--- config.mk ---
export PLATFORM = sky130hd
export DESIGN_NAME = pamux_port_a
export DESIGN_NICKNAME = d
export VERILOG_FILES = /design/src/shared/pamux_pkg.sv /design/src/rtl/pamux_rate_tick.sv /design/src/rtl/pamux_ovf_pulse.sv /design/src/rtl/pamux_port_a.sv
export SDC_FILE = /design/constraint.sdc
export NUM_CORES = 1
export LEC_CHECK = 0
export BUFFER_PORTS_ARGS = -buffer_cell sky130_fd_sc_hd__buf_2
export CELL_PAD_IN_SITES_DETAIL_PLACEMENT = 2
export CELL_PAD_IN_SITES_GLOBAL_PLACEMENT = 2
export CORE_AREA = 10 10 178 139
export CTS_CLUSTER_DIAMETER = 50
export CTS_CLUSTER_SIZE = 40
export DETAILED_ROUTE_END_ITERATION = 10
export DIE_AREA = 0 0 188 149
export GPL_TIMING_DRIVEN = 0
export PLACE_DENSITY = 0.85
export SKIP_LAST_GASP = 1
export SYNTH_ARGS = -nofsm -noshare
export SYNTH_HDL_FRONTEND = slang
export SYNTH_HIERARCHICAL = 1
export SYNTH_SLANG_ARGS = --single-unit
--- constraint.sdc ---
create_clock -name clock -period 3.8 [get_ports clock]
set_input_delay 0.95 -clock clock [delete_from_list [all_inputs] [get_ports clock]]
set_output_delay 0.95 -clock clock [all_outputs]
set_load 0.01 [all_outputs]
--- src/shared/pamux_pkg.sv ---
/*
 Constants and types of the port A mux.
 Assumes a 100 MHz core clock and a 32-bit AHB-Lite bus.
*/
// What this block does
// - Pin 0 is a port bit, or the timer zero overflow pulse when selected.
// - The timer zero pulse is high for exactly one 24 MHz period per overflow, except overflows merged into one still pending, and low otherwise.
// - In split timer mode the timer zero pulse follows the low byte counter overflow.
// - Pin 1 is a port bit, or the timer one overflow pulse when selected.
// - The timer one pulse is high for exactly one 24 MHz period per overflow, except overflows merged into one still pending, and low otherwise.
// - In split timer mode the timer one pulse follows the low byte counter overflow.
// - Pin 2 is a port bit, or the active low memory output enable when selected.
// - Pin 3 is a port bit, or the active low memory chip select when selected.
// - Pin 4 is a port bit, or the external FIFO write strobe when selected.
// - Pin 5 is a port bit, or the external FIFO read strobe when selected.
// - The UART zero select resets to zero and when set routes UART zero data to pin 6.
// - Pin 6 carries UART zero data only in sync mode zero and is held at one otherwise.
// - The UART one select resets to zero and when set routes UART one data to pin 7.
// - Pin 7 carries UART one data in sync mode zero and is held at one in modes one to three.
// - The data bus moves bytes between endpoint FIFOs and the outside, timed by the FIFO strobes.
// - The data bus floats when idle, is input on reads, output on writes, and is driven low in suspend.
package pamux_pkg;
    localparam int ADDR_W = 8;
    localparam logic [ADDR_W-1:0] ADDR_PORT_OUT = 8'h00;
    localparam logic [ADDR_W-1:0] ADDR_PORT_DIR = 8'h04;
    localparam logic [ADDR_W-1:0] ADDR_FUNC_CFG = 8'h08;
    localparam logic [ADDR_W-1:0] ADDR_FUNC_CFG_ALT = 8'h0C;
    localparam logic [ADDR_W-1:0] ADDR_PIN_LEVEL = 8'h10;
    localparam logic [ADDR_W-1:0] ADDR_FAST_STATUS = 8'h14;
    localparam logic [7:0] CFG_MASK = 8'h0F;
    localparam logic [7:0] CFG_ALT_MASK = 8'hF0;
    localparam int BIT_T0 = 0;
    localparam int BIT_T1 = 1;
    localparam int BIT_OE = 2;
    localparam int BIT_CS = 3;
    localparam int BIT_FWR = 4;
    localparam int BIT_FRD = 5;
    localparam int BIT_U0 = 6;
    localparam int BIT_U1 = 7;
    localparam int STAT_BUSY = 8;
    localparam int STAT_SUSPEND = 9;
    localparam logic [7:0] RST_PORT_OUT = 8'h00;
    localparam logic [7:0] RST_PORT_DIR = 8'h00;
    localparam logic [7:0] RST_FUNC_CFG = 8'h00;
    localparam logic [1:0] TIMER_SPLIT_MODE = 2'h3;
    localparam logic [1:0] UART_SYNC_MODE = 2'h0;
    localparam int CLK_MHZ = 100;
    localparam int OUT_CLK_MHZ = 24;
    localparam int STROBE_NS = 42;
    localparam int STROBE_CYCLES = (STROBE_NS * CLK_MHZ + 999) / 1000;
    localparam int RECOVER_CYCLES = 2;
    localparam logic [3:0] STROBE_LOAD = 4'(STROBE_CYCLES - 1);
    localparam logic [3:0] RECOVER_LOAD = 4'(RECOVER_CYCLES - 1);
    typedef logic [7:0] pamux_byte_t;
    typedef enum logic [1:0] {
        FAST_IDLE = 2'b00,
        FAST_STROBE = 2'b01,
        FAST_RECOVER = 2'b11
    } pamux_fast_e;
endpackage

--- src/rtl/pamux_rate_tick.sv ---
/*
 Rate tick: one pulse per 24 MHz output period.
 Assumes NUM below DEN; ticks come four or five clocks apart.
*/
`timescale 1ns/1ps
`default_nettype none
module pamux_rate_tick #(
    parameter int NUM = 24,
    parameter int DEN = 100,
    parameter int W = 7
) (
    // Clock and reset
    input wire logic clock,
    input wire logic rst,
    // Tick
    output logic tick
);
    typedef struct packed {
        logic [W-1:0] acc;
        logic tick;
    } pamux_tick_s;
    pamux_tick_s cur_ff;
    pamux_tick_s nxt_cur;
    logic [W:0] sum;
    always_comb
    begin
        nxt_cur = cur_ff;
        sum = {1'b0, cur_ff.acc} + (W+1)'(NUM);
        nxt_cur.tick = 1'b0;
        if (sum >= (W+1)'(DEN))
        begin
            sum = sum - (W+1)'(DEN);
            nxt_cur.tick = 1'b1;
        end
        nxt_cur.acc = sum[W-1:0];
    end
    always_ff @(posedge clock or posedge rst)
    begin
        if (rst)
            cur_ff <= '0;
        else
            cur_ff <= nxt_cur;
    end
    assign tick = cur_ff.tick;
endmodule
`default_nettype wire

--- src/rtl/pamux_ovf_pulse.sv ---
/*
 Stretches an overflow event to one output-clock period.
 Assumes its tick comes from the rate tick on the same clock.
*/
`timescale 1ns/1ps
`default_nettype none
module pamux_ovf_pulse (
    // Clock and reset
    input wire logic clock,
    input wire logic rst,
    // Event side
    input wire logic tick,
    input wire logic overflowEvent,
    // Pulse
    output logic pulse
);
    typedef struct packed {
        logic pending;
        logic active;
    } pamux_pulse_s;
    pamux_pulse_s cur_ff;
    pamux_pulse_s nxt_cur;
    always_comb
    begin
        nxt_cur = cur_ff;
        // One event is held pending for a later period; further ones before its pulse merge into it
        nxt_cur.pending = cur_ff.pending | overflowEvent;
        if (tick)
        begin
            if (cur_ff.active)
                nxt_cur.active = 1'b0;
            else if (cur_ff.pending | overflowEvent)
            begin
                nxt_cur.active = 1'b1;
                nxt_cur.pending = cur_ff.pending & overflowEvent;
            end
        end
    end
    always_ff @(posedge clock or posedge rst)
    begin
        if (rst)
            cur_ff <= '0;
        else
            cur_ff <= nxt_cur;
    end
    assign pulse = cur_ff.active;
endmodule
`default_nettype wire

--- src/rtl/pamux_port_a.sv ---
/*
 Port A pin mux: port registers, timer pulses,
 memory strobes, FIFO strobe engine, data bus
 and UART sync data outputs.
 Assumes one core clock; pins are synchronised here.
*/
`timescale 1ns/1ps
`default_nettype none
module pamux_port_a (
    // Clock and reset
    input wire logic clock,
    input wire logic rst,
    // AHB-Lite slave
    input wire logic hsel,
    input wire logic [31:0] haddr,
    input wire logic [1:0] htrans,
    input wire logic hwrite,
    input wire logic [2:0] hsize,
    input wire logic [31:0] hwdata,
    input wire logic hready,
    output logic hreadyout,
    output logic hresp,
    output logic [31:0] hrdata,
    // Timers
    input wire logic timer0Overflow,
    input wire logic timer0LowOverflow,
    input wire logic [1:0] timer0Mode,
    input wire logic timer1Overflow,
    input wire logic timer1LowOverflow,
    input wire logic [1:0] timer1Mode,
    // External memory strobes, active low
    input wire logic memOutputEnableN,
    input wire logic memChipSelectN,
    // UARTs
    input wire logic [1:0] uart0Mode,
    input wire logic uart0SyncData,
    input wire logic [1:0] uart1Mode,
    input wire logic uart1SyncData,
    // Fast transfer, endpoint FIFO side
    input wire logic fastWriteReq,
    input wire pamux_pkg::pamux_byte_t fastWriteByte,
    input wire logic fastReadReq,
    output logic fastBusy,
    output logic fastReadValid,
    output pamux_pkg::pamux_byte_t fastReadByte,
    // Power state
    input wire logic suspend,
    // Port A pins
    input wire logic [7:0] portAIn,
    output logic [7:0] portAOut,
    output logic [7:0] portAOeN,
    // Data bus pins
    input wire pamux_pkg::pamux_byte_t dataBusIn,
    output pamux_pkg::pamux_byte_t dataBusOut,
    output logic dataBusOeN,
    // Output clock tick
    output logic outputClock24mTick
);
    import pamux_pkg::*;

    typedef struct packed {
        logic [7:0] portOut;
        logic [7:0] portDir;
        logic [7:0] funcCfg;
        logic [7:0] pinSync1;
        logic [7:0] pinSync2;
        logic [7:0] busSync1;
        logic [7:0] busSync2;
        logic addrValid;
        logic addrWrite;
        logic [ADDR_W-1:0] addr;
        logic [31:0] rdata;
        pamux_fast_e fast;
        logic fastRead;
        logic [3:0] count;
        logic [7:0] busOut;
        logic busDrive;
        logic wrStrobeN;
        logic rdStrobeN;
        logic [7:0] readByte;
        logic readValid;
        logic [7:0] pinOut;
        logic [7:0] pinOeN;
    } pamux_state_s;

    pamux_state_s cur_ff;
    pamux_state_s nxt_cur;
    logic tick24;
    logic t0Event;
    logic t1Event;
    logic t0Pulse;
    logic t1Pulse;
    logic [7:0] altOut;
    logic [7:0] muxOut;
    logic [7:0] muxOeN;
    logic addrTake;
    logic wrAccept;
    logic rdAccept;

    pamux_rate_tick #(
        .NUM(OUT_CLK_MHZ),
        .DEN(CLK_MHZ),
        .W(7)
    ) u_tick (
        .clock(clock),
        .rst(rst),
        .tick(tick24)
    );

    assign t0Event = (timer0Mode == TIMER_SPLIT_MODE) ? timer0LowOverflow : timer0Overflow;
    assign t1Event = (timer1Mode == TIMER_SPLIT_MODE) ? timer1LowOverflow : timer1Overflow;

    pamux_ovf_pulse u_t0_pulse (
        .clock(clock),
        .rst(rst),
        .tick(tick24),
        .overflowEvent(t0Event),
        .pulse(t0Pulse)
    );

    pamux_ovf_pulse u_t1_pulse (
        .clock(clock),
        .rst(rst),
        .tick(tick24),
        .overflowEvent(t1Event),
        .pulse(t1Pulse)
    );

    always_comb
    begin
        altOut = 8'h00;
        altOut[BIT_T0] = t0Pulse;
        altOut[BIT_T1] = t1Pulse;
        altOut[BIT_OE] = memOutputEnableN;
        altOut[BIT_CS] = memChipSelectN;
        altOut[BIT_FWR] = cur_ff.wrStrobeN;
        altOut[BIT_FRD] = cur_ff.rdStrobeN;
        altOut[BIT_U0] = (uart0Mode == UART_SYNC_MODE) ? uart0SyncData : 1'b1;
        altOut[BIT_U1] = (uart1Mode == UART_SYNC_MODE) ? uart1SyncData : 1'b1;
    end

    // Selected functions always drive
    for (genvar i = 0; i < 8; i++)
    begin : g_pin
        assign muxOut[i] = cur_ff.funcCfg[i] ? altOut[i] : cur_ff.portOut[i];
        assign muxOeN[i] = cur_ff.funcCfg[i] ? 1'b0 : ~cur_ff.portDir[i];
    end

    assign addrTake = hsel && htrans[1] && hready;
    // Write wins; each needs its strobe selected
    assign wrAccept = (cur_ff.fast == FAST_IDLE) && !suspend && fastWriteReq && cur_ff.funcCfg[BIT_FWR];
    assign rdAccept = (cur_ff.fast == FAST_IDLE) && !suspend && fastReadReq && cur_ff.funcCfg[BIT_FRD]
        && !wrAccept;

    always_comb
    begin
        nxt_cur = cur_ff;
        nxt_cur.readValid = 1'b0;
        nxt_cur.pinSync1 = portAIn;
        nxt_cur.pinSync2 = cur_ff.pinSync1;
        nxt_cur.busSync1 = dataBusIn;
        nxt_cur.busSync2 = cur_ff.busSync1;
        nxt_cur.pinOut = muxOut;
        nxt_cur.pinOeN = muxOeN;

        // Data phase write
        if (cur_ff.addrValid && cur_ff.addrWrite)
        begin
            case (cur_ff.addr)
                ADDR_PORT_OUT: nxt_cur.portOut = hwdata[7:0];
                ADDR_PORT_DIR: nxt_cur.portDir = hwdata[7:0];
                ADDR_FUNC_CFG: nxt_cur.funcCfg = (cur_ff.funcCfg & CFG_ALT_MASK) | (hwdata[7:0] & CFG_MASK);
                ADDR_FUNC_CFG_ALT: nxt_cur.funcCfg = (cur_ff.funcCfg & CFG_MASK) | (hwdata[7:0] & CFG_ALT_MASK);
                default: nxt_cur.funcCfg = cur_ff.funcCfg;
            endcase
        end

        case (cur_ff.fast)
            FAST_IDLE:
            begin
                nxt_cur.busDrive = 1'b0;
                if (wrAccept)
                begin
                    nxt_cur.fast = FAST_STROBE;
                    nxt_cur.fastRead = 1'b0;
                    nxt_cur.busOut = fastWriteByte;
                    nxt_cur.busDrive = 1'b1;
                    nxt_cur.wrStrobeN = 1'b0;
                    nxt_cur.count = STROBE_LOAD;
                end
                else if (rdAccept)
                begin
                    nxt_cur.fast = FAST_STROBE;
                    nxt_cur.fastRead = 1'b1;
                    nxt_cur.rdStrobeN = 1'b0;
                    nxt_cur.count = STROBE_LOAD;
                end
            end
            FAST_STROBE:
            begin
                if (cur_ff.count == 4'h0)
                begin
                    nxt_cur.wrStrobeN = 1'b1;
                    nxt_cur.rdStrobeN = 1'b1;
                    nxt_cur.fast = FAST_RECOVER;
                    nxt_cur.count = RECOVER_LOAD;
                    if (cur_ff.fastRead)
                    begin
                        nxt_cur.readByte = cur_ff.busSync2;
                        nxt_cur.readValid = 1'b1;
                    end
                end
                else
                    nxt_cur.count = cur_ff.count - 4'h1;
            end
            FAST_RECOVER:
            begin
                // Write data held past the strobe edge at the pin
                if (cur_ff.count == 4'h0)
                begin
                    nxt_cur.fast = FAST_IDLE;
                    nxt_cur.busDrive = 1'b0;
                end
                else
                    nxt_cur.count = cur_ff.count - 4'h1;
            end
            default:
            begin
                nxt_cur.fast = FAST_IDLE;
                nxt_cur.busDrive = 1'b0;
                nxt_cur.wrStrobeN = 1'b1;
                nxt_cur.rdStrobeN = 1'b1;
            end
        endcase

        if (suspend)
        begin
            nxt_cur.busOut = 8'h00;
            nxt_cur.busDrive = 1'b1;
        end
        else if (cur_ff.fast == FAST_IDLE && !wrAccept)
            nxt_cur.busDrive = 1'b0;

        // Read data from next state: a write just ahead is seen
        nxt_cur.addrValid = addrTake;
        if (addrTake)
        begin
            nxt_cur.addrWrite = hwrite;
            nxt_cur.addr = haddr[ADDR_W-1:0];
        end
        nxt_cur.rdata = 32'h0000_0000;
        if (addrTake && !hwrite)
        begin
            case (haddr[ADDR_W-1:0])
                ADDR_PORT_OUT: nxt_cur.rdata = {24'h000000, nxt_cur.portOut};
                ADDR_PORT_DIR: nxt_cur.rdata = {24'h000000, nxt_cur.portDir};
                ADDR_FUNC_CFG: nxt_cur.rdata = {24'h000000, nxt_cur.funcCfg & CFG_MASK};
                ADDR_FUNC_CFG_ALT: nxt_cur.rdata = {24'h000000, nxt_cur.funcCfg & CFG_ALT_MASK};
                ADDR_PIN_LEVEL: nxt_cur.rdata = {24'h000000, cur_ff.pinSync2};
                ADDR_FAST_STATUS:
                begin
                    nxt_cur.rdata[7:0] = cur_ff.readByte;
                    nxt_cur.rdata[STAT_BUSY] = (cur_ff.fast != FAST_IDLE);
                    nxt_cur.rdata[STAT_SUSPEND] = suspend;
                end
                default: nxt_cur.rdata = 32'h0000_0000;
            endcase
        end
    end

    always_ff @(posedge clock or posedge rst)
    begin
        if (rst)
        begin
            cur_ff <= '0;
            cur_ff.portOut <= RST_PORT_OUT;
            cur_ff.portDir <= RST_PORT_DIR;
            cur_ff.funcCfg <= RST_FUNC_CFG;
            cur_ff.fast <= FAST_IDLE;
            cur_ff.wrStrobeN <= 1'b1;
            cur_ff.rdStrobeN <= 1'b1;
            cur_ff.pinOeN <= 8'hFF;
        end
        else
            cur_ff <= nxt_cur;
    end

    assign hreadyout = 1'b1;
    assign hresp = 1'b0;
    assign hrdata = cur_ff.rdata;
    assign fastBusy = (cur_ff.fast != FAST_IDLE);
    assign fastReadValid = cur_ff.readValid;
    assign fastReadByte = cur_ff.readByte;
    assign portAOut = cur_ff.pinOut;
    assign portAOeN = cur_ff.pinOeN;
    assign dataBusOut = cur_ff.busOut;
    assign dataBusOeN = ~cur_ff.busDrive;
    assign outputClock24mTick = tick24;
endmodule
`default_nettype wire

======== Word level (Yosys, flattened, before mapping) ========
Cells that the tools add are included.
word-level totals
  register bits ........................... 153
  bits of input ports ..................... 117
  word-level logic and storage cells ...... 159
cells by class
  equality and inequality tests ........... 21
  reductions and logical operators ........ 33
  bitwise operators ....................... 16
  add/sub/neg operators ................... 3
  magnitude comparators ................... 1
  multiplexer cells ....................... 57
operators by type and width
  operator             number
  $pmux 10 s6          1
  $eq 8x4->1 const B   4
  $mux 8               4
  $mux 1               31
  $mux 24              1
  $mux 7               3
  $mux 10              2
  $eq 8x3->1 const B   2
  $eq 8x5->1 const B   2
  $logic_not 8->1      2
  $pmux 8 s2           1
  $mux 2               6
  $ne 2x2->1 const B   6
  $pmux 2 s3           2
  $pmux 4 s3           1
  $reduce_and 3->1     4
  $logic_and 1x1->1    11
  $mux 11              1
  $not 1->1            10
  $mux 9               1
  $add 7x5->8 const B  1
  $ge 8x7->1 const B   1
  $mux 4               2
  $or 4x8->8           1
  other kinds (17)     31

======== Depth between registers and ports, before layout ========
Gate-level depths: netlist of run 1.
  word-level depth ........................ 9
  gate-level depth with buffers ........... 6

======== By module ========
The synthesis of run 1 kept the hierarchy.
by module, submodules not included
  module           cells each  instances  area an instance (µm²)
  pamux_port_a     477         1          5,400.2
  pamux_rate_tick  52          1          475.5
  pamux_ovf_pulse  7           2          86.3

======== Worst setup path after synthesis of run 1 ========
OpenSTA, ideal clock, no wires.
  path type ............................... input to register
  start point ............................. input haddr[1]
  end point ............................... register cur_ff (netlist bit hrdata[5])
  slack ................................... 1.417 ns
  path buffers ............................ 1
  cell stages on the path ................. 5
  data arrival time ....................... 2.294 ns
  path through ............................ or4_4 buf_6 nor4b_4 nand2_1 a41oi_1
RTL lines
  what                  RTL line             source
  start, declared       pamux_port_a.sv:15   input wire logic [31:0] haddr,
  end signal, assigned  pamux_port_a.sv:285  cur_ff <= nxt_cur;
  end, declared         pamux_port_a.sv:86   pamux_state_s cur_ff;

==> run summary, run 1 <==
Cell variety after synth: 57
post_cts resized: 0
Clock Path Buffers: 2
Mapped Area: 6050 µm²
vias in the first global route: 5185
Initial DRC Count: 243
Post-CTS Setup Bufs: 0
most frequent cell after synthesis: dfrtp_1
largest family of logic cells by synthesized area: simple AND/OR/NAND/NOR gates
kind of critical path: in -> reg
root buf cell: clkbuf_16
largest net degree at the start of global routing: 34
Synth Area in Adders: 1.82%
dpl cell area: 7110 µm²
GRT Overall Usage: 13.9%
area leader, netlist: dfrtp_1
Buf+Inv Stages, Crit Path: 2
Final HPWL DP: 13.9 mm
run status: finished, final reports clean
sequential area share after synthesis: 53.6%
area delta synth->final: 28.0%
via-per-instance ratio: 4.55
Slew @ Worst Pin: 0.954 ns
TritonRoute pass-1 iters: 4
Final Instance Area: 7740 µm²
clk slew on worst S/H paths: 0.06 ns
Die ar.: 28000 µm²
TritonCTS Sinks: 129
vias: 4577
endpoints failing setup: 0
EDFF count, synth: 0
DIE WIDTH: 188 µm
CTS buffer count: 17
Final Cycle Share: 71.4%
Synth Area in Compound Gates: 9.91%
area share of the largest cell type after synthesis: 49.2%
I/O pin cnt: 187
Crit Path Max Fanout: 8
Cell Rows: 47
Post-Synth XOR/XNOR Area: 0.579%
Routed WL: 19.1 mm
Crit path arrival time: 3.01 ns
fin. max-slew vios: 0
min Tclk post-route: 2.71 ns
Final nets: 820
Overflow after GRT: 0
CP Data Required Time: 4.10 ns
skew final: 0.0113 ns
Power Dens Cells: 508 nW/µm²
Post-Synth Simple-Gate Area: 15.3%
clock latency reported for the late side of the worst-skew pair: 0.42 ns
crit-path max cell delay: 0.72 ns
crit start category: primary input
cell chain of the critical path: buf_2 > or4_4 > buf_6 > nor4_1 > o21ai_0 > a41oi_1
initial antenna violation count: 4
Synth Register Bits: 129
f_max: 369 MHz
Leak: 0.00371 µW
Max-Cap Viols: 0
Synth top cells by count: dfrtp_1, buf_4, nand2_1
Vert. Die Dim: 149 µm
Synth Area per Inst: 11.1 µm²
Area contributors post-synth: dfrtp_1, buf_4, mux2_2
RSZ-0062 raised after global routing: no
antenna-violating nets left: 0
gpl congestion: 0.817
layout cells sized above 1: 40.3%
post-synthesis cell count: 543
CTS tree: done
Slew HR: 35.8%
critical path's top delay family: simple AND/OR/NAND/NOR gates
Initial Util: 28.3%
mux contribution to synthesized area: 6.79%
CORE AREA: 21400 µm²
ys flop type: dfrtp_1
CP max-delay cell: nor4_1
worst IR drop on VDD: 0.220 mV
first-pass GRT wire length: 30.4 mm
synthesis warning total: 6
setup TNS: 0 ns
PortBufs: 109
DRC: 0
CP endpoint kind: flip-flop
H-tree depth: 4
hold_buf cts: 0
routed len/inst: 19.0 µm
Post-synth ARST share: 100%
Hold Path Class: reg -> reg
final hold vios: 0
## power by group
part	internal [µW]	switching, µW	leakage (µW)
Clock	1110	631	0.000287
Combinational	256	352	0.00187
Sequential	1500	83.0	0.00155
Total	2870	1070	0.00371
## metrics by stage
stage	worst slack, ns	hold WS (ns)	power [µW]	std cells	util [%]
4_1_cts	1.09	0.349	3980	1003	36.2
3_3_place_gp	0.507	0.331	2160	968	32.9
3_5_place_dp	0.687	0.336	2200	971	33.2
5_1_grt	0.911	0.365	4140	1003	36.2
2_1_floorplan	1.40	0.331	1980	565	-
6_report	1.09	0.346	3940	1005	36.2
## cells by family (layout without fill, tap and decap cells)
kind of cell / after synthesis / after routing
simple gates: 164 / 164
flops: 129 / 129
buf+inv: 112 / 256
compound gates: 86 / 86
mux: 37 / 37
fa+ha+maj: 9 / 9
xor+xnor: 4 / 4
other cells: 2 / 26
## routing by layer
| metal | routed length, µm | global-route usage (%) |
|---|---|---|
| met1 | 8260 | 16.8 |
| met2 | 9590 | 23.4 |
| met3 | 950 | 3.97 |
| met4 | 257 | 4.51 |
| met5 | 22 | 0 |
## worst paths after layout
| check | slack (ns) | to | cells after the start | start |
|---|---|---|---|---|
| max in group asynchronous | 2.36 | cur_ff[115]$_DFF_PP0_ | 4 | rst |
| worst min register to register | 0.35 | cur_ff[101]$_DFF_PP0_ | 0 | cur_ff[109]$_DFF_PP0_ |
| worst max register to register | 1.17 | fastReadByte[5]$_DFFE_PP0P_ | 6 | cur_ff[36]$_DFFE_PP0P_ |
| worst max-delay path | 1.09 | hrdata[7]$_DFF_PP0_ | 6 | haddr[1] |
| min in group asynchronous | 0.42 | u_t1_pulse/cur_ff[1]$_DFF_PP0_ | 2 | rst |
| worst min-delay path | 0.35 | cur_ff[101]$_DFF_PP0_ | 0 | cur_ff[109]$_DFF_PP0_ |
## flip-flops by register name, summed over array words and instances (netlist names), 2 cells and up
signal         cells
hrdata            10
cur_ff            74
portAOeN           8
portAOut           8
dataBusOut         8
fastReadByte       8
altOut             2
u_tick/cur_ff      5
## worst reg2reg max path, delay by kind of cell, from the launching register on
family,cells,cell delay [ns]
buffers and inverters,1,0.12
muxes,1,0.48
DFF,1,0.44
and+or+nand+nor,3,1.27
adders and majority gates,1,0.19
## layout make-up
class                           count  area [µm²]
Timing Repair Buffer              112         606
Tap cell                          294         368
Antenna cell                        2        5.00
Sequential cell                   129        3240
Multi-Input combinational cell    324        2170
Fill cell                        2329       13700
Clock buffer                       19         443
Clock inverter                     13         188
Buffer                             87         626
Inverter                           25        97.6
## layout by cell type (no fill, tap or decap), types with 3 or more instances in the layout
cell type / synthesis / routed
clkinvlp_4: 0 / 7
dfrtp_1: 119 / 119
inv_1: 24 / 23
buf_4: 66 / 66
nand4_1: 5 / 5
conb_1: 2 / 24
nand3_1: 21 / 21
mux2_2: 32 / 32
mux2i_1: 5 / 5
a41oi_1: 9 / 9
ha_1: 7 / 7
clkbuf_1: 10 / 11
xnor2_1: 3 / 3
buf_12: 0 / 3
nor2_1: 25 / 25
nand2b_1: 5 / 5
a21bo_2: 3 / 3
or2_1: 12 / 12
nor3_1: 5 / 5
o21ai_0: 24 / 24
o31ai_1: 4 / 4
and4_1: 4 / 4
clkbuf_16: 0 / 17
nor4_1: 20 / 20
bufinv_16: 0 / 4
dfstp_2: 10 / 10
a21oi_1: 8 / 8
buf_2: 1 / 110
or2_2: 10 / 10
o21ai_1: 7 / 7
nand2_1: 39 / 39
buf_6: 6 / 6
o31a_1: 21 / 21
Power figures use the tool's default switching activity.
==> run 2, diff against run 1 <==
- CORE_AREA: 10 10 178 139 -> 10 10 170 133
- DIE_AREA: 0 0 188 149 -> 0 0 180 143
- PLACE_DENSITY: 0.85 -> 0.88
- clock period: 3.8 -> 2.8 ns (I/O delays scaled with it)
==> run summary, run 2 (synthesized netlist as in run 1, its figures left out) <==
CP endpoint kind: flip-flop
Cell Rows: 44 (-6.4%)
Final nets: 820 (unchanged)
TritonCTS Sinks: 129 (unchanged)
dpl cell area: 7060 µm² (-0.72%)
Initial Util: 31.7% (+3.4 points)
vias: 4602 (+0.55%)
fillers: 2010 (-14%)
CTS buffer count: 17 (unchanged)
Final Instance Area: 7630 µm² (-1.4%)
largest net degree at the start of global routing: 35 (+2.9%)
Crit Path Max Fanout: 8 (unchanged)
f_max: 389 MHz
run status: finished, final reports clean
launch point of the worst path: haddr[1]
DIE WIDTH: 180 µm (-4.3%)
crit start category: primary input
Vert. Die Dim: 143 µm (-4.0%)
Slew HR: 27.7% (-8.1 points)
layout cells sized above 1: 40.5% (+0.14 points)
worst IR drop on VDD: 0.322 mV (+46%)
TritonRoute pass-1 iters: 4 (unchanged)
I/O pin cnt: 187 (unchanged)
Buf+Inv Stages, Crit Path: 2 (unchanged)
PortBufs: 109 (unchanged)
Overflow after GRT: 0 (unchanged)
RSZ-0062 raised after global routing: no
commonest cells after routing, fill and taps aside: dfrtp_1, buf_2, buf_4, nand2_1, mux2_2
CP max-delay cell: nor4_1
routed len/inst: 20.0 µm (+5.3%)
initial antenna violation count: 5 (+1)
CORE AREA: 19100 µm² (-11%)
CP Data Required Time: 3.10 ns (-1.00 ns)
CP Capture Point: hrdata[0]$_DFF_PP0_
fin. max-slew vios: 0 (unchanged)
area delta synth->final: 26.2%
root buf cell: clkbuf_16
GRT Overall Usage: 15.2% (+1.3 points)
post_cts resized: 0 (unchanged)
clk slew on worst S/H paths: 0.06 ns (about the same)
antenna-violating nets left: 0 (unchanged)
Die ar.: 25700 µm² (-8.1%)
DRC: 0 (unchanged)
CTS tree: done
Clock Path Buffers: 2 (unchanged)
setup TNS: 0 ns (unchanged)
Routed WL: 19.3 mm (+1.2%)
hold_buf cts: 0 (unchanged)
crit-path max cell delay: 0.76 ns (+0.04 ns)
Crit path arrival time: 2.87 ns (-0.14 ns)
commonest non-fill, non-tap cell in the layout: dfrtp_1
Hold Path Class: in -> async
clock latency reported for the late side of the worst-skew pair: 0.42 ns (about the same)
r2r worst-path depth: 6 (unchanged)
kind of critical path: in -> reg
Power Dens Cells: 671 nW/µm² (+32%)
via-per-instance ratio: 4.76 (+4.6%)
first-pass GRT wire length: 30.9 mm (+1.4%)
endpoints failing setup: 0 (unchanged)
min Tclk post-route: 2.57 ns
critical path's top delay family: simple AND/OR/NAND/NOR gates
Final Cycle Share: 91.9%
CP Depth: 6 (unchanged)
gpl congestion: 0.789 (-3.4%)
H-tree depth: 4 (unchanged)
number of flip-flops in the largest register: 74 (unchanged)
Slew @ Worst Pin: 1.07 ns (+0.121 ns)
Final HPWL DP: 13.9 mm (about the same)
r2r setup slk: 0.25 ns (-0.92 ns)
final hold vios: 0 (unchanged)
Biggest register: cur_ff
cell chain of the critical path: buf_2 > or4_4 > buf_6 > nor4_1 > o21ai_0 > a41oi_1
Post-CTS Setup Bufs: 0 (unchanged)
r2r endpoint: fastReadByte[2]$_DFFE_PP0P_
skew final: 0.00709 ns (-0.00420 ns)
Max-Cap Viols: 0 (unchanged)
R2R Path Start: cur_ff[36]$_DFFE_PP0P_
Leak: 0.00369 µW (-0.34%)
Initial DRC Count: 206 (-15%)
vias in the first global route: 5231 (+0.89%)
run 2: cell types whose count changed in the layout (fill, tap and decap cells not counted):
cell and delta:
bufinv_16 -3, clkbuf_1 -1, clkbuf_8 +1, clkinv_2 +4
clkinv_4 +1, clkinvlp_4 -3, diode_2 +2, inv_6 +1
run 2: layer usage:
metal / vias to the layer above / GRT usage, % / share of wire [%]
met5: - / 0 / 0.088
met4: 2 / 3.39 / 0.63
met3: 15 / 4.95 / 5.5
met2: 102 / 25.5 / 50
met1: 2351 / 18.7 / 44
li1: 2132 / - / -
run 2: worst min-delay path by stage:
stage                                                end  slack [ns]  cells after the start
after CTS                 u_t1_pulse/cur_ff[1]$_DFF_PP0_        0.16                      2
after floorplan                    cur_ff[101]$_DFF_PP0_        0.33                      0
after global routing      u_t0_pulse/cur_ff[1]$_DFF_PP0_        0.16                      2
after global placement              cur_ff[90]$_DFF_PP0_        0.33                      0
after detailed placement            cur_ff[92]$_DFF_PP0_        0.34                      0
final                     u_t1_pulse/cur_ff[1]$_DFF_PP0_        0.17                      2
run 2: report_power, final:
group	internal, µW	switching [µW]
Sequential	2040	116
Clock	1260	883
Combinational	347	475
Total	3650	1470
run 2: cell type report:
cell class / count / area (µm²) / share of cell area, %
antenna: 4 / 10.0 / 0.131
timing repair buffer: 112 / 606 / 7.93
sequential: 129 / 3240 / 42.5
tap: 253 / 317 / 4.15
inverter: 25 / 97.6 / 1.28
clock inverter: 13 / 113 / 1.48
multi-input combinational: 324 / 2170 / 28.4
buffer: 87 / 626 / 8.20
clock buffer: 19 / 453 / 5.93
run 2: per-stage QoR:
stage	cells	worst slack (ns)	util (%)	total power [µW]	hold slack, ns
global route	964	0.0919	39.9	5380	0.164
global placement	927	-0.250	36.6	2930	0.332
detailed placement	930	-0.145	36.9	2990	0.338
finish	966	0.228	40.0	5120	0.175
floorplan	565	0.653	-	2680	0.331
CTS	962	0.165	39.9	5180	0.161
==> run 3, diff against run 2 <==
- CORE_AREA: 10 10 170 133 -> 10 10 115 195
- DIE_AREA: 0 0 180 143 -> 0 0 125 205
==> run summary, run 3 (synthesized netlist as in run 1, its figures left out) <==
worst IR drop on VDD: 0.402 mV (+25%)
crit start category: primary input
routed len/inst: 20.5 µm (+2.7%)
clk slew on worst S/H paths: 0.06 ns (about the same)
final cell count without fillers: 954 (-1.2%)
I/O pin cnt: 187 (unchanged)
area delta synth->final: 27.6%
kind of critical path: in -> reg
Final Cycle Share: 93.3% (+1.5 points)
Clock Path Buffers: 2 (unchanged)
RSZ-0062 raised after global routing: no
final core utilization: 40.4% (+0.42 points)
vias in the first global route: 5552 (+6.1%)
Crit path arrival time: 2.94 ns (+0.07 ns)
initial antenna violation count: 6 (+1)
Vert. Die Dim: 205 µm (+43%)
fin. max-slew vios: 0 (unchanged)
H-tree depth: 4 (unchanged)
Final nets: 820 (unchanged)
fillers: 2054 (+2.2%)
TritonCTS Sinks: 129 (unchanged)
via-per-instance ratio: 4.92 (+3.2%)
Overflow after GRT: 0 (unchanged)
Slew HR: 32.3% (+4.6 points)
DIE WIDTH: 125 µm (-31%)
CTS tree: done
Routed WL: 19.6 mm (+1.4%)
Slew @ Worst Pin: 1.01 ns (-0.0677 ns)
TritonRoute pass-1 iters: 4 (unchanged)
placed insts: 918 (-1.3%)
Biggest register: cur_ff
layout cells sized above 1: 40.3% (-0.14 points)
Crit Path Max Fanout: 8 (unchanged)
Cell Rows: 67 (+52%)
Hold Path Class: in -> async
Initial Util: 31.6% (about the same)
endpoints failing setup: 0 (unchanged)
Max-Cap Viols: 0 (unchanged)
Power Dens Cells: 711 nW/µm² (+5.9%)
PortBufs: 109 (unchanged)
CP Data Required Time: 3.13 ns (+0.03 ns)
skew final: 0.00898 ns (+0.00189 ns)
Die ar.: 25600 µm² (-0.45%)
commonest cells after routing, fill and taps aside: dfrtp_1, buf_2, buf_4, nand2_1, mux2_2
Leak: 0.00374 µW (+1.2%)
GRT Overall Usage: 15.2% (-0.033 points)
vias: 4691 (+1.9%)
final hold vios: 0 (unchanged)
commonest non-fill, non-tap cell in the layout: dfrtp_1
CORE AREA: 19100 µm² (about the same)
hold_buf cts: 0 (unchanged)
antenna-violating nets left: 0 (unchanged)
Final HPWL DP: 14.3 mm (+3.3%)
Initial DRC Count: 155 (-25%)
CP endpoint kind: flip-flop
min Tclk post-route: 2.61 ns (+0.0408 ns)
first-pass GRT wire length: 30.7 mm (-0.47%)
DRC: 0 (unchanged)
largest net degree at the start of global routing: 41 (+17%)
root buf cell: clkbuf_16
clock latency reported for the late side of the worst-skew pair: 0.43 ns (about the same)
run status: finished, final reports clean
gpl congestion: 0.855 (+8.4%)
CTS buffer count: 17 (unchanged)
number of flip-flops in the largest register: 74 (unchanged)
Post-CTS Setup Bufs: 0 (unchanged)
f_max: 383 MHz (-1.6%)
post_cts resized: 0 (unchanged)
## run 3: power breakdown
part	internal (µW)	total, µW	switching (µW)
clock	1600	2500	900
sequential	2040	2150	118
combinational	349	833	484
total	3980	5480	1500
## run 3: metal layers
layer | vias to the layer above | GRT usage, % | share of wire (%)
met5 | - | 0 | 0.14
met1 | 2388 | 14.2 | 35
li1 | 2122 | - | -
met3 | 40 | 5.17 | 5.7
met2 | 135 | 28.8 | 56
met4 | 6 | 6.98 | 3.1
## run 3: cell type report
| cell class | instances | area, µm² | share of cell area, % |
|---|---|---|---|
| Sequential cell | 129 | 3240 | 42.0 |
| Clock buffer | 18 | 429 | 5.56 |
| Tap cell | 241 | 302 | 3.91 |
| Antenna cell | 4 | 10.0 | 0.130 |
| Clock inverter | 14 | 228 | 2.95 |
| Multi-Input combinational cell | 324 | 2170 | 28.1 |
| Timing Repair Buffer | 112 | 613 | 7.95 |
| Inverter | 25 | 97.6 | 1.26 |
| Buffer | 87 | 626 | 8.11 |
## run 3: critical path: stages
cell     delay (ns)
buf_2          0.11
or4_4          0.52
buf_6          0.16
nor4_1         0.82
o21ai_0        0.33
a41oi_1        0.31
## run 3: worst paths after layout
path / slack (ns) / cells past startpoint / end / from
hold reg to reg: 0.35 / 0 / cur_ff[107]$_DFF_PP0_ / cur_ff[115]$_DFF_PP0_
min in group clock: 0.35 / 0 / cur_ff[107]$_DFF_PP0_ / cur_ff[115]$_DFF_PP0_
setup reg to reg: 0.39 / 6 / fastReadByte[2]$_DFFE_PP0P_ / cur_ff[36]$_DFFE_PP0P_
setup / recovery: 0.19 / 6 / hrdata[3]$_DFF_PP0_ / haddr[1]
max in group asynchronous: 1.35 / 5 / altOut[5]$_DFFE_PP1P_ / rst
hold / removal: 0.16 / 2 / u_t1_pulse/cur_ff[1]$_DFF_PP0_ / rst
## run 3: per-stage QoR
step | cell area (µm²) | setup TNS [ns] | total power, µW | hold WS (ns) | worst slack (ns)
after floorplan | 6130 | 0 | 2680 | 0.331 | 0.653
after global placement | 6980 | -21.04 | 2920 | 0.331 | -0.206
after detailed placement | 7050 | -0.713 | 3000 | 0.336 | -0.225
after CTS | 7710 | 0 | 5550 | 0.152 | 0.151
after global routing | 7710 | 0 | 5730 | 0.164 | 0.0958
final | 7720 | 0 | 5480 | 0.160 | 0.187
